<file path="src/include/ts_pkg.sv">
// package: register map, field layout, encodings and timing of the symbol shaper
package ts_pkg;

    // register offsets on the 8-bit control port
    localparam logic [7:0] TS_PAT0H_OFS = 8'h4d;
    localparam logic [7:0] TS_PAT0L_OFS = 8'h4e;
    localparam logic [7:0] TS_PAT1H_OFS = 8'h4f;
    localparam logic [7:0] TS_PAT1L_OFS = 8'h50;
    localparam logic [7:0] TS_PAT2_OFS  = 8'h51;
    localparam logic [7:0] TS_PAT3_OFS  = 8'h52;
    localparam logic [7:0] TS_LEN10_OFS = 8'h53;
    localparam logic [7:0] TS_LEN32_OFS = 8'h54;
    localparam logic [7:0] TS_BURST_OFS = 8'h55;
    localparam logic [7:0] TS_MOD01_OFS = 8'h56;
    localparam logic [7:0] TS_MOD23_OFS = 8'h57;
    localparam logic [7:0] TS_STAT_OFS  = 8'h5f;

    // field positions
    localparam int TS_MILLER_POS  = 6;
    localparam int TS_PULSE_POS   = 4;
    localparam int TS_INVERT_POS  = 3;
    localparam int TS_ENV_POS     = 0;
    localparam int TS_LEN1_POS    = 4;
    localparam int TS_ALONE0_POS  = 1;
    localparam int TS_TYPE0_POS   = 2;
    localparam int TS_ALONE1_POS  = 5;
    localparam int TS_TYPE1_POS   = 6;

    // writable masks: reserved bits stay zero
    localparam logic [7:0] TS_MOD_MASK   = 8'h7f;
    localparam logic [7:0] TS_RSV37_MASK = 8'h77;

    // reset values of every register
    localparam logic [7:0] TS_REG_RST = 8'h00;

    // bit period in clocks, power of two; subcarrier is 1/16 of it
    localparam int TS_BIT_CLKS = 128;
    localparam int TS_SUB_DIV  = 16;

    typedef enum logic [1:0] {
        TS_PULSE_NONE,
        TS_PULSE_START,
        TS_PULSE_HALF2,
        TS_PULSE_QUART3
    } ts_pulse_t;

    typedef enum logic [2:0] {
        TS_ENV_DIRECT,
        TS_ENV_MANCH,
        TS_ENV_MANCH_SUB,
        TS_ENV_BPSK,
        TS_ENV_RZ_LATE,
        TS_ENV_RZ_ALT,
        TS_ENV_RSV6,
        TS_ENV_RSV7
    } ts_env_t;

    // one modulation control register
    typedef struct packed {
        logic      rsvd;
        logic      miller;
        ts_pulse_t pulse;
        logic      invert;
        ts_env_t   env;
    } ts_mod_ctrl_t;

    // position inside the current bit
    typedef struct packed {
        logic [1:0] quarter;
        logic       sub;
        logic       bit_end;
    } ts_timing_t;

    typedef enum logic {
        TS_IDLE,
        TS_SEND
    } ts_state_t;

endpackage

</file>
<file path="src/hw/ts_bit_timer.sv">
// bit timer: phase within a bit, subcarrier and end-of-bit strobe
`timescale 1ns/1ps
module ts_bit_timer #(
    parameter int BIT_CLKS = ts_pkg::TS_BIT_CLKS
) (
    input  wire logic              clk_in,
    input  wire logic              rstn_in,
    input  wire logic              run_in,
    output ts_pkg::ts_timing_t     tim_out
);
    localparam int W = $clog2(BIT_CLKS);
    localparam int SUBW = $clog2(ts_pkg::TS_SUB_DIV);

    // quarters and subcarrier are taken from counter bits, so the period must be 2^n
    if (BIT_CLKS < ts_pkg::TS_SUB_DIV * 2 || (BIT_CLKS & (BIT_CLKS - 1)) != 0)
    begin : g_bad_period
        $error("BIT_CLKS must be a power of two of at least 32");
    end

    logic [W-1:0] cnt_reg;     // clocks into the bit
    logic [W-1:0] cnt_next;

    // counter restarts whenever the sequencer is idle
    assign cnt_next = run_in ? cnt_reg + 1'b1 : '0;

    always_ff @(posedge clk_in or negedge rstn_in)
    begin
        if (!rstn_in)
            cnt_reg <= '0;
        else
            cnt_reg <= cnt_next;
    end

    // quarter, subcarrier (period BIT_CLKS/16) and end strobe, one driver for the struct
    assign tim_out = {cnt_reg[W-1 -: 2],
                      cnt_reg[W-SUBW-1],
                      run_in && (cnt_reg == W'(BIT_CLKS - 1))};
endmodule

</file>
<file path="src/hw/ts_shaper.sv">
// shaper: pulse position, miller coding, envelope and inversion for one bit
`timescale 1ns/1ps
module ts_shaper (
    input  ts_pkg::ts_mod_ctrl_t cfg_in,
    input  ts_pkg::ts_timing_t   tim_in,
    input  wire logic            grp23_in,
    input  wire logic            bit_in,
    input  wire logic            prev_bit_in,
    output logic                 shaped_out
);
    logic half;        // second half of the bit
    logic win;         // quarter-long pulse window for the plain pulse types
    logic mil_win;     // window picked by modified miller
    logic pulsed;      // stream after the pulse stage
    logic env_val;     // stream after the envelope stage

    assign half = tim_in.quarter[1];

    // quarter 0, 2 or 3 carries the pulse
    always_comb
    begin
        case (cfg_in.pulse)
            ts_pkg::TS_PULSE_START:  win = (tim_in.quarter == 2'h0);
            ts_pkg::TS_PULSE_HALF2:  win = (tim_in.quarter == 2'h2);
            ts_pkg::TS_PULSE_QUART3: win = (tim_in.quarter == 2'h3);
            default:                 win = 1'b0;
        endcase
    end

    // one: mid-bit pulse; zero: start pulse unless a one came just before
    assign mil_win = bit_in ? (tim_in.quarter == 2'h2)
                            : (!prev_bit_in && tim_in.quarter == 2'h0);

    assign pulsed = (cfg_in.pulse == ts_pkg::TS_PULSE_NONE) ? bit_in
                  : cfg_in.miller ? mil_win
                  : (bit_in && win);

    // envelope combined with the pulsed stream
    always_comb
    begin
        case (cfg_in.env)
            ts_pkg::TS_ENV_DIRECT:    env_val = pulsed;
            ts_pkg::TS_ENV_MANCH:     env_val = pulsed ^ half;
            ts_pkg::TS_ENV_MANCH_SUB: env_val = (pulsed ^ half) & tim_in.sub;
            ts_pkg::TS_ENV_BPSK:      env_val = pulsed ^ tim_in.sub;
            ts_pkg::TS_ENV_RZ_LATE:   env_val = pulsed & half;
            ts_pkg::TS_ENV_RZ_ALT:    env_val = pulsed & (grp23_in ? !half : half);
            default:                  env_val = 1'b0;  // reserved: zero here, so only inversion can drive the carrier
        endcase
    end

    // inversion is the very last stage
    assign shaped_out = env_val ^ cfg_in.invert;
endmodule

</file>
<file path="src/hw/ts_symbol_shaper.sv">
// transmit symbol shaper: control registers, symbol sequencer, shaped output
//
// Operation
// pulse field 01 picks pulse start position
// miller bit 01 applies modified miller pulses
// software sets miller 01 only with pulse 1
// invert bit 01 inverts symbols zero, one
// envelope 01: direct, manchester, subcarrier, bpsk, rz
// pulse field 23 uses the same encoding
// miller bit 23 applies miller, pulse 1 only
// invert bit 23 inverts symbols two, three
// envelope 23: same codes, 6 and 7 reserved
// envelope 23 value 5: rz at bit start
// miller bit 6, pulse 5:4, envelope 2:0
// length 01 code n gives n+1 bits
// length 23 code n gives n+1 bits
// burst alone sends burst without pattern
// inversion applied after all other shaping
// bit 7 of modulation registers reads zero
`timescale 1ns/1ps
module ts_symbol_shaper #(
    parameter int BIT_CLKS = ts_pkg::TS_BIT_CLKS
) (
    input  wire logic       clk_in,
    input  wire logic       rstn_in,
    input  wire logic [7:0] addr_in,
    input  wire logic [7:0] wdata_in,
    input  wire logic       wr_in,
    input  wire logic       rd_in,
    output logic      [7:0] rdata_out,
    input  wire logic       sym_start_in,
    input  wire logic [1:0] sym_sel_in,
    output logic            mod_out,
    output logic            busy_out,
    output logic            done_out
);

    ////////////////////////////////////////////////////////////////////////////
    // registers

    logic [7:0] pat0h_reg;   // pattern of symbol zero, high byte
    logic [7:0] pat0l_reg;   // pattern of symbol zero, low byte
    logic [7:0] pat1h_reg;   // pattern of symbol one, high byte
    logic [7:0] pat1l_reg;   // pattern of symbol one, low byte
    logic [7:0] pat2_reg;    // pattern of symbol two
    logic [7:0] pat3_reg;    // pattern of symbol three
    logic [7:0] len10_reg;   // lengths of symbols one and zero
    logic [7:0] len32_reg;   // lengths of symbols three and two
    logic [7:0] burst_reg;   // burst options
    ts_pkg::ts_mod_ctrl_t mod01_reg;  // group zero/one modulation
    ts_pkg::ts_mod_ctrl_t mod23_reg;  // group two/three modulation

    logic [7:0] rd_mux;      // read data selected this cycle
    logic [7:0] stat_val;    // live status word

    // bits a symbol carries; used by the loader and by a check
    function automatic logic [4:0] sym_bits(input logic [1:0] sel,
                                            input logic [7:0] l10,
                                            input logic [7:0] l32);
        case (sel)
            2'h0:    sym_bits = {1'b0, l10[3:0]} + 5'h01;
            2'h1:    sym_bits = {1'b0, l10[7:4]} + 5'h01;
            2'h2:    sym_bits = {2'b00, l32[2:0]} + 5'h01;
            default: sym_bits = {2'b00, l32[6:4]} + 5'h01;
        endcase
    endfunction

    // write decode; reserved bits are masked on the way in
    always_ff @(posedge clk_in or negedge rstn_in)
    begin
        if (!rstn_in)
        begin
            pat0h_reg <= ts_pkg::TS_REG_RST;
            pat0l_reg <= ts_pkg::TS_REG_RST;
            pat1h_reg <= ts_pkg::TS_REG_RST;
            pat1l_reg <= ts_pkg::TS_REG_RST;
            pat2_reg  <= ts_pkg::TS_REG_RST;
            pat3_reg  <= ts_pkg::TS_REG_RST;
            len10_reg <= ts_pkg::TS_REG_RST;
            len32_reg <= ts_pkg::TS_REG_RST;
            burst_reg <= ts_pkg::TS_REG_RST;
            mod01_reg <= ts_pkg::TS_REG_RST;
            mod23_reg <= ts_pkg::TS_REG_RST;
        end
        else if (wr_in)
        begin
            case (addr_in)
                ts_pkg::TS_PAT0H_OFS: pat0h_reg <= wdata_in;
                ts_pkg::TS_PAT0L_OFS: pat0l_reg <= wdata_in;
                ts_pkg::TS_PAT1H_OFS: pat1h_reg <= wdata_in;
                ts_pkg::TS_PAT1L_OFS: pat1l_reg <= wdata_in;
                ts_pkg::TS_PAT2_OFS:  pat2_reg  <= wdata_in;
                ts_pkg::TS_PAT3_OFS:  pat3_reg  <= wdata_in;
                ts_pkg::TS_LEN10_OFS: len10_reg <= wdata_in;
                ts_pkg::TS_LEN32_OFS: len32_reg <= wdata_in & ts_pkg::TS_RSV37_MASK;
                ts_pkg::TS_BURST_OFS: burst_reg <= wdata_in & ts_pkg::TS_RSV37_MASK;
                ts_pkg::TS_MOD01_OFS: mod01_reg <= wdata_in & ts_pkg::TS_MOD_MASK;
                ts_pkg::TS_MOD23_OFS: mod23_reg <= wdata_in & ts_pkg::TS_MOD_MASK;
                default:              ;  // unmapped writes are dropped
            endcase
        end
    end

    // read mux; unmapped offsets read zero
    assign rd_mux =
        (addr_in == ts_pkg::TS_PAT0H_OFS) ? pat0h_reg :
        (addr_in == ts_pkg::TS_PAT0L_OFS) ? pat0l_reg :
        (addr_in == ts_pkg::TS_PAT1H_OFS) ? pat1h_reg :
        (addr_in == ts_pkg::TS_PAT1L_OFS) ? pat1l_reg :
        (addr_in == ts_pkg::TS_PAT2_OFS)  ? pat2_reg  :
        (addr_in == ts_pkg::TS_PAT3_OFS)  ? pat3_reg  :
        (addr_in == ts_pkg::TS_LEN10_OFS) ? len10_reg :
        (addr_in == ts_pkg::TS_LEN32_OFS) ? len32_reg :
        (addr_in == ts_pkg::TS_BURST_OFS) ? burst_reg :
        (addr_in == ts_pkg::TS_MOD01_OFS) ? mod01_reg :
        (addr_in == ts_pkg::TS_MOD23_OFS) ? mod23_reg :
        (addr_in == ts_pkg::TS_STAT_OFS)  ? stat_val  : 8'h00;

    // read data stands only in the cycle after the strobe
    always_ff @(posedge clk_in or negedge rstn_in)
    begin
        if (!rstn_in)
            rdata_out <= 8'h00;
        else
            rdata_out <= rd_in ? rd_mux : 8'h00;
    end

    ////////////////////////////////////////////////////////////////////////////
    // symbol sequencer

    ts_pkg::ts_state_t  state_reg;   // idle or sending
    ts_pkg::ts_state_t  state_next;
    logic [1:0]  sel_reg;            // symbol being sent
    logic [15:0] shift_reg;          // pattern, lsb goes out first
    logic [4:0]  left_reg;           // bits still to send after this one
    logic        prev_bit_reg;       // previous bit, for miller
    logic        start_ok;           // start accepted this cycle
    logic        alone;              // chosen symbol is burst only
    logic        burst_lvl;          // burst level of chosen symbol
    logic [15:0] pat_sel;            // pattern of chosen symbol
    logic        last_bit;           // current bit is the final one
    logic        cur_bit;            // bit now being shaped
    ts_pkg::ts_timing_t   tim;       // phase within the bit
    ts_pkg::ts_mod_ctrl_t act_cfg;   // group of the symbol in flight
    logic        shaped;             // shaper result

    assign start_ok  = sym_start_in && (state_reg == ts_pkg::TS_IDLE);
    assign alone     = sym_sel_in == 2'h0 ? burst_reg[ts_pkg::TS_ALONE0_POS]
                     : sym_sel_in == 2'h1 ? burst_reg[ts_pkg::TS_ALONE1_POS] : 1'b0;
    assign burst_lvl = sym_sel_in == 2'h0 ? burst_reg[ts_pkg::TS_TYPE0_POS]
                                          : burst_reg[ts_pkg::TS_TYPE1_POS];
    assign pat_sel   = sym_sel_in == 2'h0 ? {pat0h_reg, pat0l_reg}
                     : sym_sel_in == 2'h1 ? {pat1h_reg, pat1l_reg}
                     : sym_sel_in == 2'h2 ? {8'h00, pat2_reg} : {8'h00, pat3_reg};
    assign last_bit  = (left_reg == 5'h00);
    assign cur_bit   = shift_reg[0];
    assign act_cfg   = sel_reg[1] ? mod23_reg : mod01_reg;
    assign stat_val  = {5'h00, busy_out, sel_reg};  // status: busy and last symbol

    // a start request while busy is ignored
    always_comb
    begin
        case (state_reg)
            ts_pkg::TS_IDLE: state_next = start_ok ? ts_pkg::TS_SEND : ts_pkg::TS_IDLE;
            ts_pkg::TS_SEND: state_next = (tim.bit_end && last_bit) ? ts_pkg::TS_IDLE
                                                                     : ts_pkg::TS_SEND;
            default:         state_next = ts_pkg::TS_IDLE;
        endcase
    end

    // load on start, shift at each bit end
    always_ff @(posedge clk_in or negedge rstn_in)
    begin
        if (!rstn_in)
        begin
            state_reg    <= ts_pkg::TS_IDLE;
            sel_reg      <= 2'h0;
            shift_reg    <= 16'h0000;
            left_reg     <= 5'h00;
            prev_bit_reg <= 1'b0;
        end
        else
        begin
            state_reg <= state_next;
            if (start_ok)
            begin
                sel_reg   <= sym_sel_in;
                shift_reg <= alone ? {15'h0000, burst_lvl} : pat_sel;
                left_reg  <= alone ? 5'h00
                           : sym_bits(sym_sel_in, len10_reg, len32_reg) - 5'h01;
            end
            else if (tim.bit_end)
            begin
                shift_reg    <= {1'b0, shift_reg[15:1]};
                left_reg     <= last_bit ? 5'h00 : left_reg - 5'h01;
                prev_bit_reg <= cur_bit;
            end
        end
    end

    ts_bit_timer #(
        .BIT_CLKS (BIT_CLKS)
    ) u_timer (
        .clk_in  (clk_in),
        .rstn_in (rstn_in),
        .run_in  (state_reg == ts_pkg::TS_SEND),
        .tim_out (tim)
    );

    ts_shaper u_shaper (
        .cfg_in      (act_cfg),
        .tim_in      (tim),
        .grp23_in    (sel_reg[1]),
        .bit_in      (cur_bit),
        .prev_bit_in (prev_bit_reg),
        .shaped_out  (shaped)
    );

    // outputs straight from flops; line is quiet while idle
    always_ff @(posedge clk_in or negedge rstn_in)
    begin
        if (!rstn_in)
        begin
            mod_out  <= 1'b0;
            busy_out <= 1'b0;
            done_out <= 1'b0;
        end
        else
        begin
            mod_out  <= (state_reg == ts_pkg::TS_SEND) ? shaped : 1'b0;
            busy_out <= (state_next == ts_pkg::TS_SEND);
            done_out <= (state_reg == ts_pkg::TS_SEND) && tim.bit_end && last_bit;
        end
    end

    ////////////////////////////////////////////////////////////////////////////
    // checks

    logic       sending;        // sequencer in the send state
    logic [4:0] sent_reg;       // bits finished in this symbol
    logic [4:0] expect_reg;     // bits the symbol should carry
    logic       alone_reg;      // symbol in flight is burst only

    assign sending = (state_reg == ts_pkg::TS_SEND);

    // counts bits independently of the sequencer
    always_ff @(posedge clk_in or negedge rstn_in)
    begin
        if (!rstn_in)
        begin
            sent_reg   <= 5'h00;
            expect_reg <= 5'h00;
            alone_reg  <= 1'b0;
        end
        else if (start_ok)
        begin
            sent_reg   <= 5'h00;
            expect_reg <= sym_bits(sym_sel_in, len10_reg, len32_reg);
            alone_reg  <= alone;
        end
        else if (tim.bit_end)
            sent_reg <= sent_reg + 5'h01;
    end

    property p_len_count;
        @(posedge clk_in) disable iff (!rstn_in)
        done_out && !alone_reg |-> sent_reg == expect_reg;
    endproperty
    a_len_count: assert property (p_len_count) else $error("wrong bit count");

    property p_burst_one;
        @(posedge clk_in) disable iff (!rstn_in)
        done_out && alone_reg |-> sent_reg == 5'h01;
    endproperty
    a_burst_one: assert property (p_burst_one) else $error("burst not one bit");

    property p_invert;
        @(posedge clk_in) disable iff (!rstn_in)
        sending && act_cfg.invert && act_cfg.env == ts_pkg::TS_ENV_DIRECT
            && act_cfg.pulse == ts_pkg::TS_PULSE_NONE |=> mod_out == !$past(cur_bit);
    endproperty
    a_invert: assert property (p_invert) else $error("output not inverted");

    property p_manch;
        @(posedge clk_in) disable iff (!rstn_in)
        sending && !act_cfg.invert && act_cfg.env == ts_pkg::TS_ENV_MANCH
            && act_cfg.pulse == ts_pkg::TS_PULSE_NONE
            |=> mod_out == ($past(cur_bit) ^ $past(tim.quarter[1]));
    endproperty
    a_manch: assert property (p_manch) else $error("manchester wrong");

    property p_rz_alt23;
        @(posedge clk_in) disable iff (!rstn_in)
        sending && sel_reg[1] && !act_cfg.invert && act_cfg.env == ts_pkg::TS_ENV_RZ_ALT
            && act_cfg.pulse == ts_pkg::TS_PULSE_NONE && tim.quarter[1] |=> !mod_out;
    endproperty
    a_rz_alt23: assert property (p_rz_alt23) else $error("rz pulse in second half");

    property p_pulse_pos;
        @(posedge clk_in) disable iff (!rstn_in)
        sending && !act_cfg.invert && !act_cfg.miller && act_cfg.env == ts_pkg::TS_ENV_DIRECT
            && act_cfg.pulse == ts_pkg::TS_PULSE_HALF2 && tim.quarter != 2'h2 |=> !mod_out;
    endproperty
    a_pulse_pos: assert property (p_pulse_pos) else $error("pulse outside window");

    property p_miller;
        @(posedge clk_in) disable iff (!rstn_in)
        sending && act_cfg.miller && !act_cfg.invert && act_cfg.env == ts_pkg::TS_ENV_DIRECT
            && act_cfg.pulse == ts_pkg::TS_PULSE_START && prev_bit_reg && !cur_bit
            |=> !mod_out;
    endproperty
    a_miller: assert property (p_miller) else $error("miller zero after one pulsed");

    property p_rsvd_zero;
        @(posedge clk_in) disable iff (!rstn_in)
        rd_in && (addr_in == ts_pkg::TS_MOD01_OFS || addr_in == ts_pkg::TS_MOD23_OFS)
            |=> !rdata_out[7];
    endproperty
    a_rsvd_zero: assert property (p_rsvd_zero) else $error("reserved bit reads one");

    property p_field_back;
        @(posedge clk_in) disable iff (!rstn_in)
        wr_in && addr_in == ts_pkg::TS_MOD01_OFS ##1 rd_in && addr_in == ts_pkg::TS_MOD01_OFS
            |=> rdata_out == ($past(wdata_in, 2) & ts_pkg::TS_MOD_MASK);
    endproperty
    a_field_back: assert property (p_field_back) else $error("fields not kept");

    property p_idle_quiet;
        @(posedge clk_in) disable iff (!rstn_in)
        !sending |=> !mod_out;
    endproperty
    a_idle_quiet: assert property (p_idle_quiet) else $error("output active while idle");

    c_sym0: cover property (@(posedge clk_in) disable iff (!rstn_in)
        start_ok && sym_sel_in == 2'h0 ##[1:1000] done_out);
    c_miller: cover property (@(posedge clk_in) disable iff (!rstn_in)
        sending && act_cfg.miller && mod_out);
    c_burst: cover property (@(posedge clk_in) disable iff (!rstn_in)
        done_out && alone_reg);
    c_rz23: cover property (@(posedge clk_in) disable iff (!rstn_in)
        sending && sel_reg[1] && act_cfg.env == ts_pkg::TS_ENV_RZ_ALT && mod_out);

endmodule

</file>
<file path="config.mk">
export PLATFORM = sky130hd
export DESIGN_NAME = ts_symbol_shaper
export DESIGN_NICKNAME = d
export VERILOG_FILES = /design/src/include/ts_pkg.sv /design/src/hw/ts_bit_timer.sv /design/src/hw/ts_shaper.sv /design/src/hw/ts_symbol_shaper.sv
export SDC_FILE = /design/constraint.sdc
export NUM_CORES = 1
export LEC_CHECK = 0
export BUFFER_PORTS_ARGS = -buffer_cell sky130_fd_sc_hd__clkbuf_2
export CAP_MARGIN = 10
export CORE_UTILIZATION = 45
export CTS_BUF_LIST = sky130_fd_sc_hd__clkbuf_4
export DETAILED_ROUTE_END_ITERATION = 7
export GPL_ROUTABILITY_DRIVEN = 0
export SLEW_MARGIN = 20
export SYNTH_ARGS = -nofsm -noshare
export SYNTH_HDL_FRONTEND = slang
export SYNTH_SLANG_ARGS = --single-unit
</file>
<file path="constraint.sdc">
create_clock -name clk_in -period 3.75 [get_ports clk_in]
set_clock_uncertainty 0.15 [all_clocks]
set_input_delay 0.5625 -clock clk_in [delete_from_list [all_inputs] [get_ports clk_in]]
set_output_delay 0.5625 -clock clk_in [all_outputs]
set_load 0.05 [all_outputs]
</file>
==> reports/results.txt <==
The synthesized-area fraction occupied by adder cells was 0.00950. After synthesis, the mean cell area works out to 11.3 um2. Fraction of the mapped netlist area in simple logic gates: 0.0994.

The power density over the cells was 437 nW/um2. The tightest hold path in the finished design has a slack of 0.0800 ns. The utilization of the core after routing was 0.515; the remaining antenna violation count was 0. The layout-stage area growth over the synthesis result is 10.2%. The final layout contains 641 nets. The run finished with clean final reports.

In this run the deepest clock path goes through 2 buffers. The power share of the sequential group is 0.510. The detailed-route wire length per cell was 21.3 um; the total internal power was 2.25 mW. For the initial DRC count, the log shows 365.

For the maximum vdd drop, the log shows 0.181 mV. Yosys attributes the largest share of cell area to dfrtp_1 47%, mux2_2 16%, mux4_2 4.8%. In the final timing run, aggregate negative setup slack is 0 ns.

The run gives 4822 as the via count of the first global-routing pass. After synthesis, the largest family of logic cells by area is multiplexers. The count of filler cells inserted in the layout was 1233. The first global-routing pass estimated 27200 um of wire. For this run the aggregate overflow at the end of global routing stands at 0. For the relative slew slack, the log shows 0.521. The register with the most flip-flops in the layout has 16 of them. The tools report the top achievable clock speed as 371 MHz. The main flop type after synthesis is dfrtp_1.

The H-tree generated during clock tree synthesis spans 4 levels. The run gives 0 as the number of hold violations in the final report. The area fraction in compound gates after synthesis came out at 0.115. The count of final max-slew check failures was 0.

The sort of element at the end of the critical path was a register. The clock-pin slew reported for the worst setup and hold paths after clock tree synthesis works out to 0.11 ns. The data required time of the critical path was 4.10 ns; the total of flip-flops plus latches after synthesis was 124. The cell area that synthesis handed to floorplanning was 6580 um2.

The initial antenna violation count was 0. Number of maximum-capacitance violations: 0. Initial core utilization: 0.467.

The tools report the net load switching power as 921 uW. The tools report the largest net degree at the start of global routing as 74. The number of warnings reported in the yosys synthesis log was 0; the fraction of synthesized cell area in xor and xnor cells was 0.0173.

The cell count after synthesis came out at 583. The tightest min-delay check is of the input pin to register type. TritonCTS built the clock tree. The portion of synthesized cell area occupied by the leading cell type is 0.471, and the sink count of the clock tree is 124.

The clock period could shrink to 2.70 ns. The share of async-settable or async-resettable flops after synthesis came out at 1.00. Boundary pin count: 34.

The tree is rooted in a clkbuf_4. The final antenna diode count is 0, and the ratio of final minimum period to clock period is 0.719. The number of buffers added by the clock tree synthesis step came out at 17. The run gives 7250 um2 as the design area. Counting every net in the synthesized netlist gives 611. The die is 123 um tall. The proportion of power drawn by combinational gates was 0.160; the placed wire-length estimate after detailed placement was 12500 um.

The source-to-sink clock delay at the later pin of the worst-skew pair is 0.58 ns, and the slew at the pin closest to its max-slew limit is 0.716 ns. Summed over all layers, the routed wires come to 17200 um. The area enclosed by the die boundary came out at 15100 um2. Counting distinct cell types in the post-synthesis netlist gives 58. The switching share of power is 0.290. The clock group share of total power came out at 0.330.

The tools report the sort of element at the start of the critical path as a register. Setup violations remaining at the end of the flow were counted as 0. The pre-antenna-repair detailed-routing pass consisted of 5 iterations. The fraction of final layout cells sized beyond drive strength 1 works out to 0.318. For the register area share after synthesis, the log shows 0.471.

Input and output buffers added on the ports amount to 33. The initialized floorplan defines 43 standard-cell rows. After detailed routing, the number of remaining DRC violations is 0. The run gives 0.249 as the global-route total usage across every layer. The data arrival time of the worst path is 3.05 ns, and the count of flip-flops with a built-in enable after synthesis is 0. The critical path is of the register to register type. Measured along the x axis, the die boundary spans 123 um. The mux share of post-synthesis cell area is 0.257.

The top fanout value on the critical path was 16; the leakage component of the power was 3.37 nW. The run gives 0 as the post-CTS resize count. The biggest area contributor in the post-synthesis netlist is dfrtp_1. The routed layout has 4825 vias. In this run the cell area measured after placement is 6930 um2. Setup repair after global routing left no endpoint under its margin.

Using the TritonRoute via totals, the vias-per-cell ratio works out to 5.99. After floorplanning, the core was sized to cover 14100 um2.
[cell usage after synthesis, types with 3 or more instances]
library cell and count:
dfrtp_1 124, mux2_2 95, nor2_1 47, o21ai_0 38, a21oi_1 32, nand2_1 31
mux2i_1 29, clkbuf_1 21, mux4_2 14, nand3_1 14, buf_2 12, inv_1 11
xnor2_1 10, o21a_1 8, o22ai_1 8, nor3_1 7, a221oi_1 5, ha_1 5
or3_1 5, nand2b_1 4, a31oi_1 3, a32oi_1 3, and3_1 3, nand4b_1 3
o211ai_1 3, o221ai_1 3, or2_2 3, xor2_1 3
[timing repair]
action	in CTS	in global routing
endpoints found under the hold margin	51	0
setup buffers	0	0
hold buffers	1	0
endpoints found under the setup margin	0	0
[cells by family (layout without fill, tap and decap cells)]
family	after synthesis	in the layout
and+or+nand+nor	133	133
adders and majority gates	5	5
AOI/OAI and AO/OA	121	121
buffers and inverters	48	91
xor gates and xnor gates	13	13
DFF	124	124
muxes	139	139
[placed cells by master (no fill, tap or decap), types with 3 or more instances in the layout]
cell type	count
xnor2_1	10
nor2_1	47
nand4b_1	3
o211ai_1	3
mux2_2	95
nand3_1	14
nand2_1	31
a32oi_1	3
bufinv_16	4
xor2_1	3
o21a_1	8
or2_2	3
or3_1	5
inv_1	11
a21oi_1	32
buf_4	13
dfrtp_1	124
clkbuf_2	32
o221ai_1	3
clkinv_2	5
clkbuf_4	19
a221oi_1	5
mux4_2	14
a31oi_1	3
and3_1	3
mux2i_1	29
nor3_1	7
nand2b_1	4
o21ai_0	38
ha_1	5
o22ai_1	8
[power by group through the flow]
stage	Combinational (mW)	Sequential (mW)	Clock [mW]
6_report	0.507	1.62	1.05
5_1_grt	0.564	1.64	1.13
4_1_cts	0.508	1.62	1.07
3_5_place_dp	0.505	1.64	0
3_3_place_gp	0.489	1.63	0
2_1_floorplan	0.369	1.61	0
[metrics by stage]
step	setup WS, ns	power, mW	std cells
2_1_floorplan	1.22	1.98	583
3_3_place_gp	0.981	2.12	773
3_5_place_dp	0.836	2.14	773
4_1_cts	1.04	3.20	806
5_1_grt	0.835	3.33	806
6_report	1.05	3.17	806
[final timing paths]
check | to | cells after the start | start | slack (ns)
max | mod_out | 7 | sel_reg[1] | 1.05
min | busy_out | 3 | sym_start_in | 0.08
max reg2reg | mod_out | 7 | sel_reg[1] | 1.05
min reg2reg | u_timer.cnt_reg[0] | 1 | u_timer.cnt_reg[0] | 0.32
max in group asynchronous | len10_reg[1] | 3 | rstn_in | 2.20
min in group asynchronous | u_timer.cnt_reg[5] | 2 | rstn_in | 0.41
[worst max-delay path: stages, from the launching register on]
cell	delay, ns
dfrtp_1	0.77
mux2i_1	0.42
nor4bb_1	0.26
o2bb2ai_1	0.15
o22ai_1	0.14
xnor2_1	0.16
a221oi_1	0.36
mux2i_1	0.22
[metal layers]
layer / track usage / share of wire / vias up
met1: 0.341 / 0.46 / 2405
met2: 0.370 / 0.44 / 177
met5: 0 / 0 / -
met3: 0.0687 / 0.064 / 40
met4: 0.103 / 0.031 / 0
li1: - / - / 2203
[area by class of cell]
class | count | area (um2) | share of cell area
multi-input combinational | 411 | 3280 | 0.452
inverter | 12 | 45.0 | 0.00621
sequential | 124 | 3100 | 0.428
timing repair buffer | 47 | 288 | 0.0397
tap | 180 | 225 | 0.0310
clock inverter | 13 | 174 | 0.0240
clock buffer | 19 | 143 | 0.0197
No activity file was read; power rests on OpenSTA's default activity.
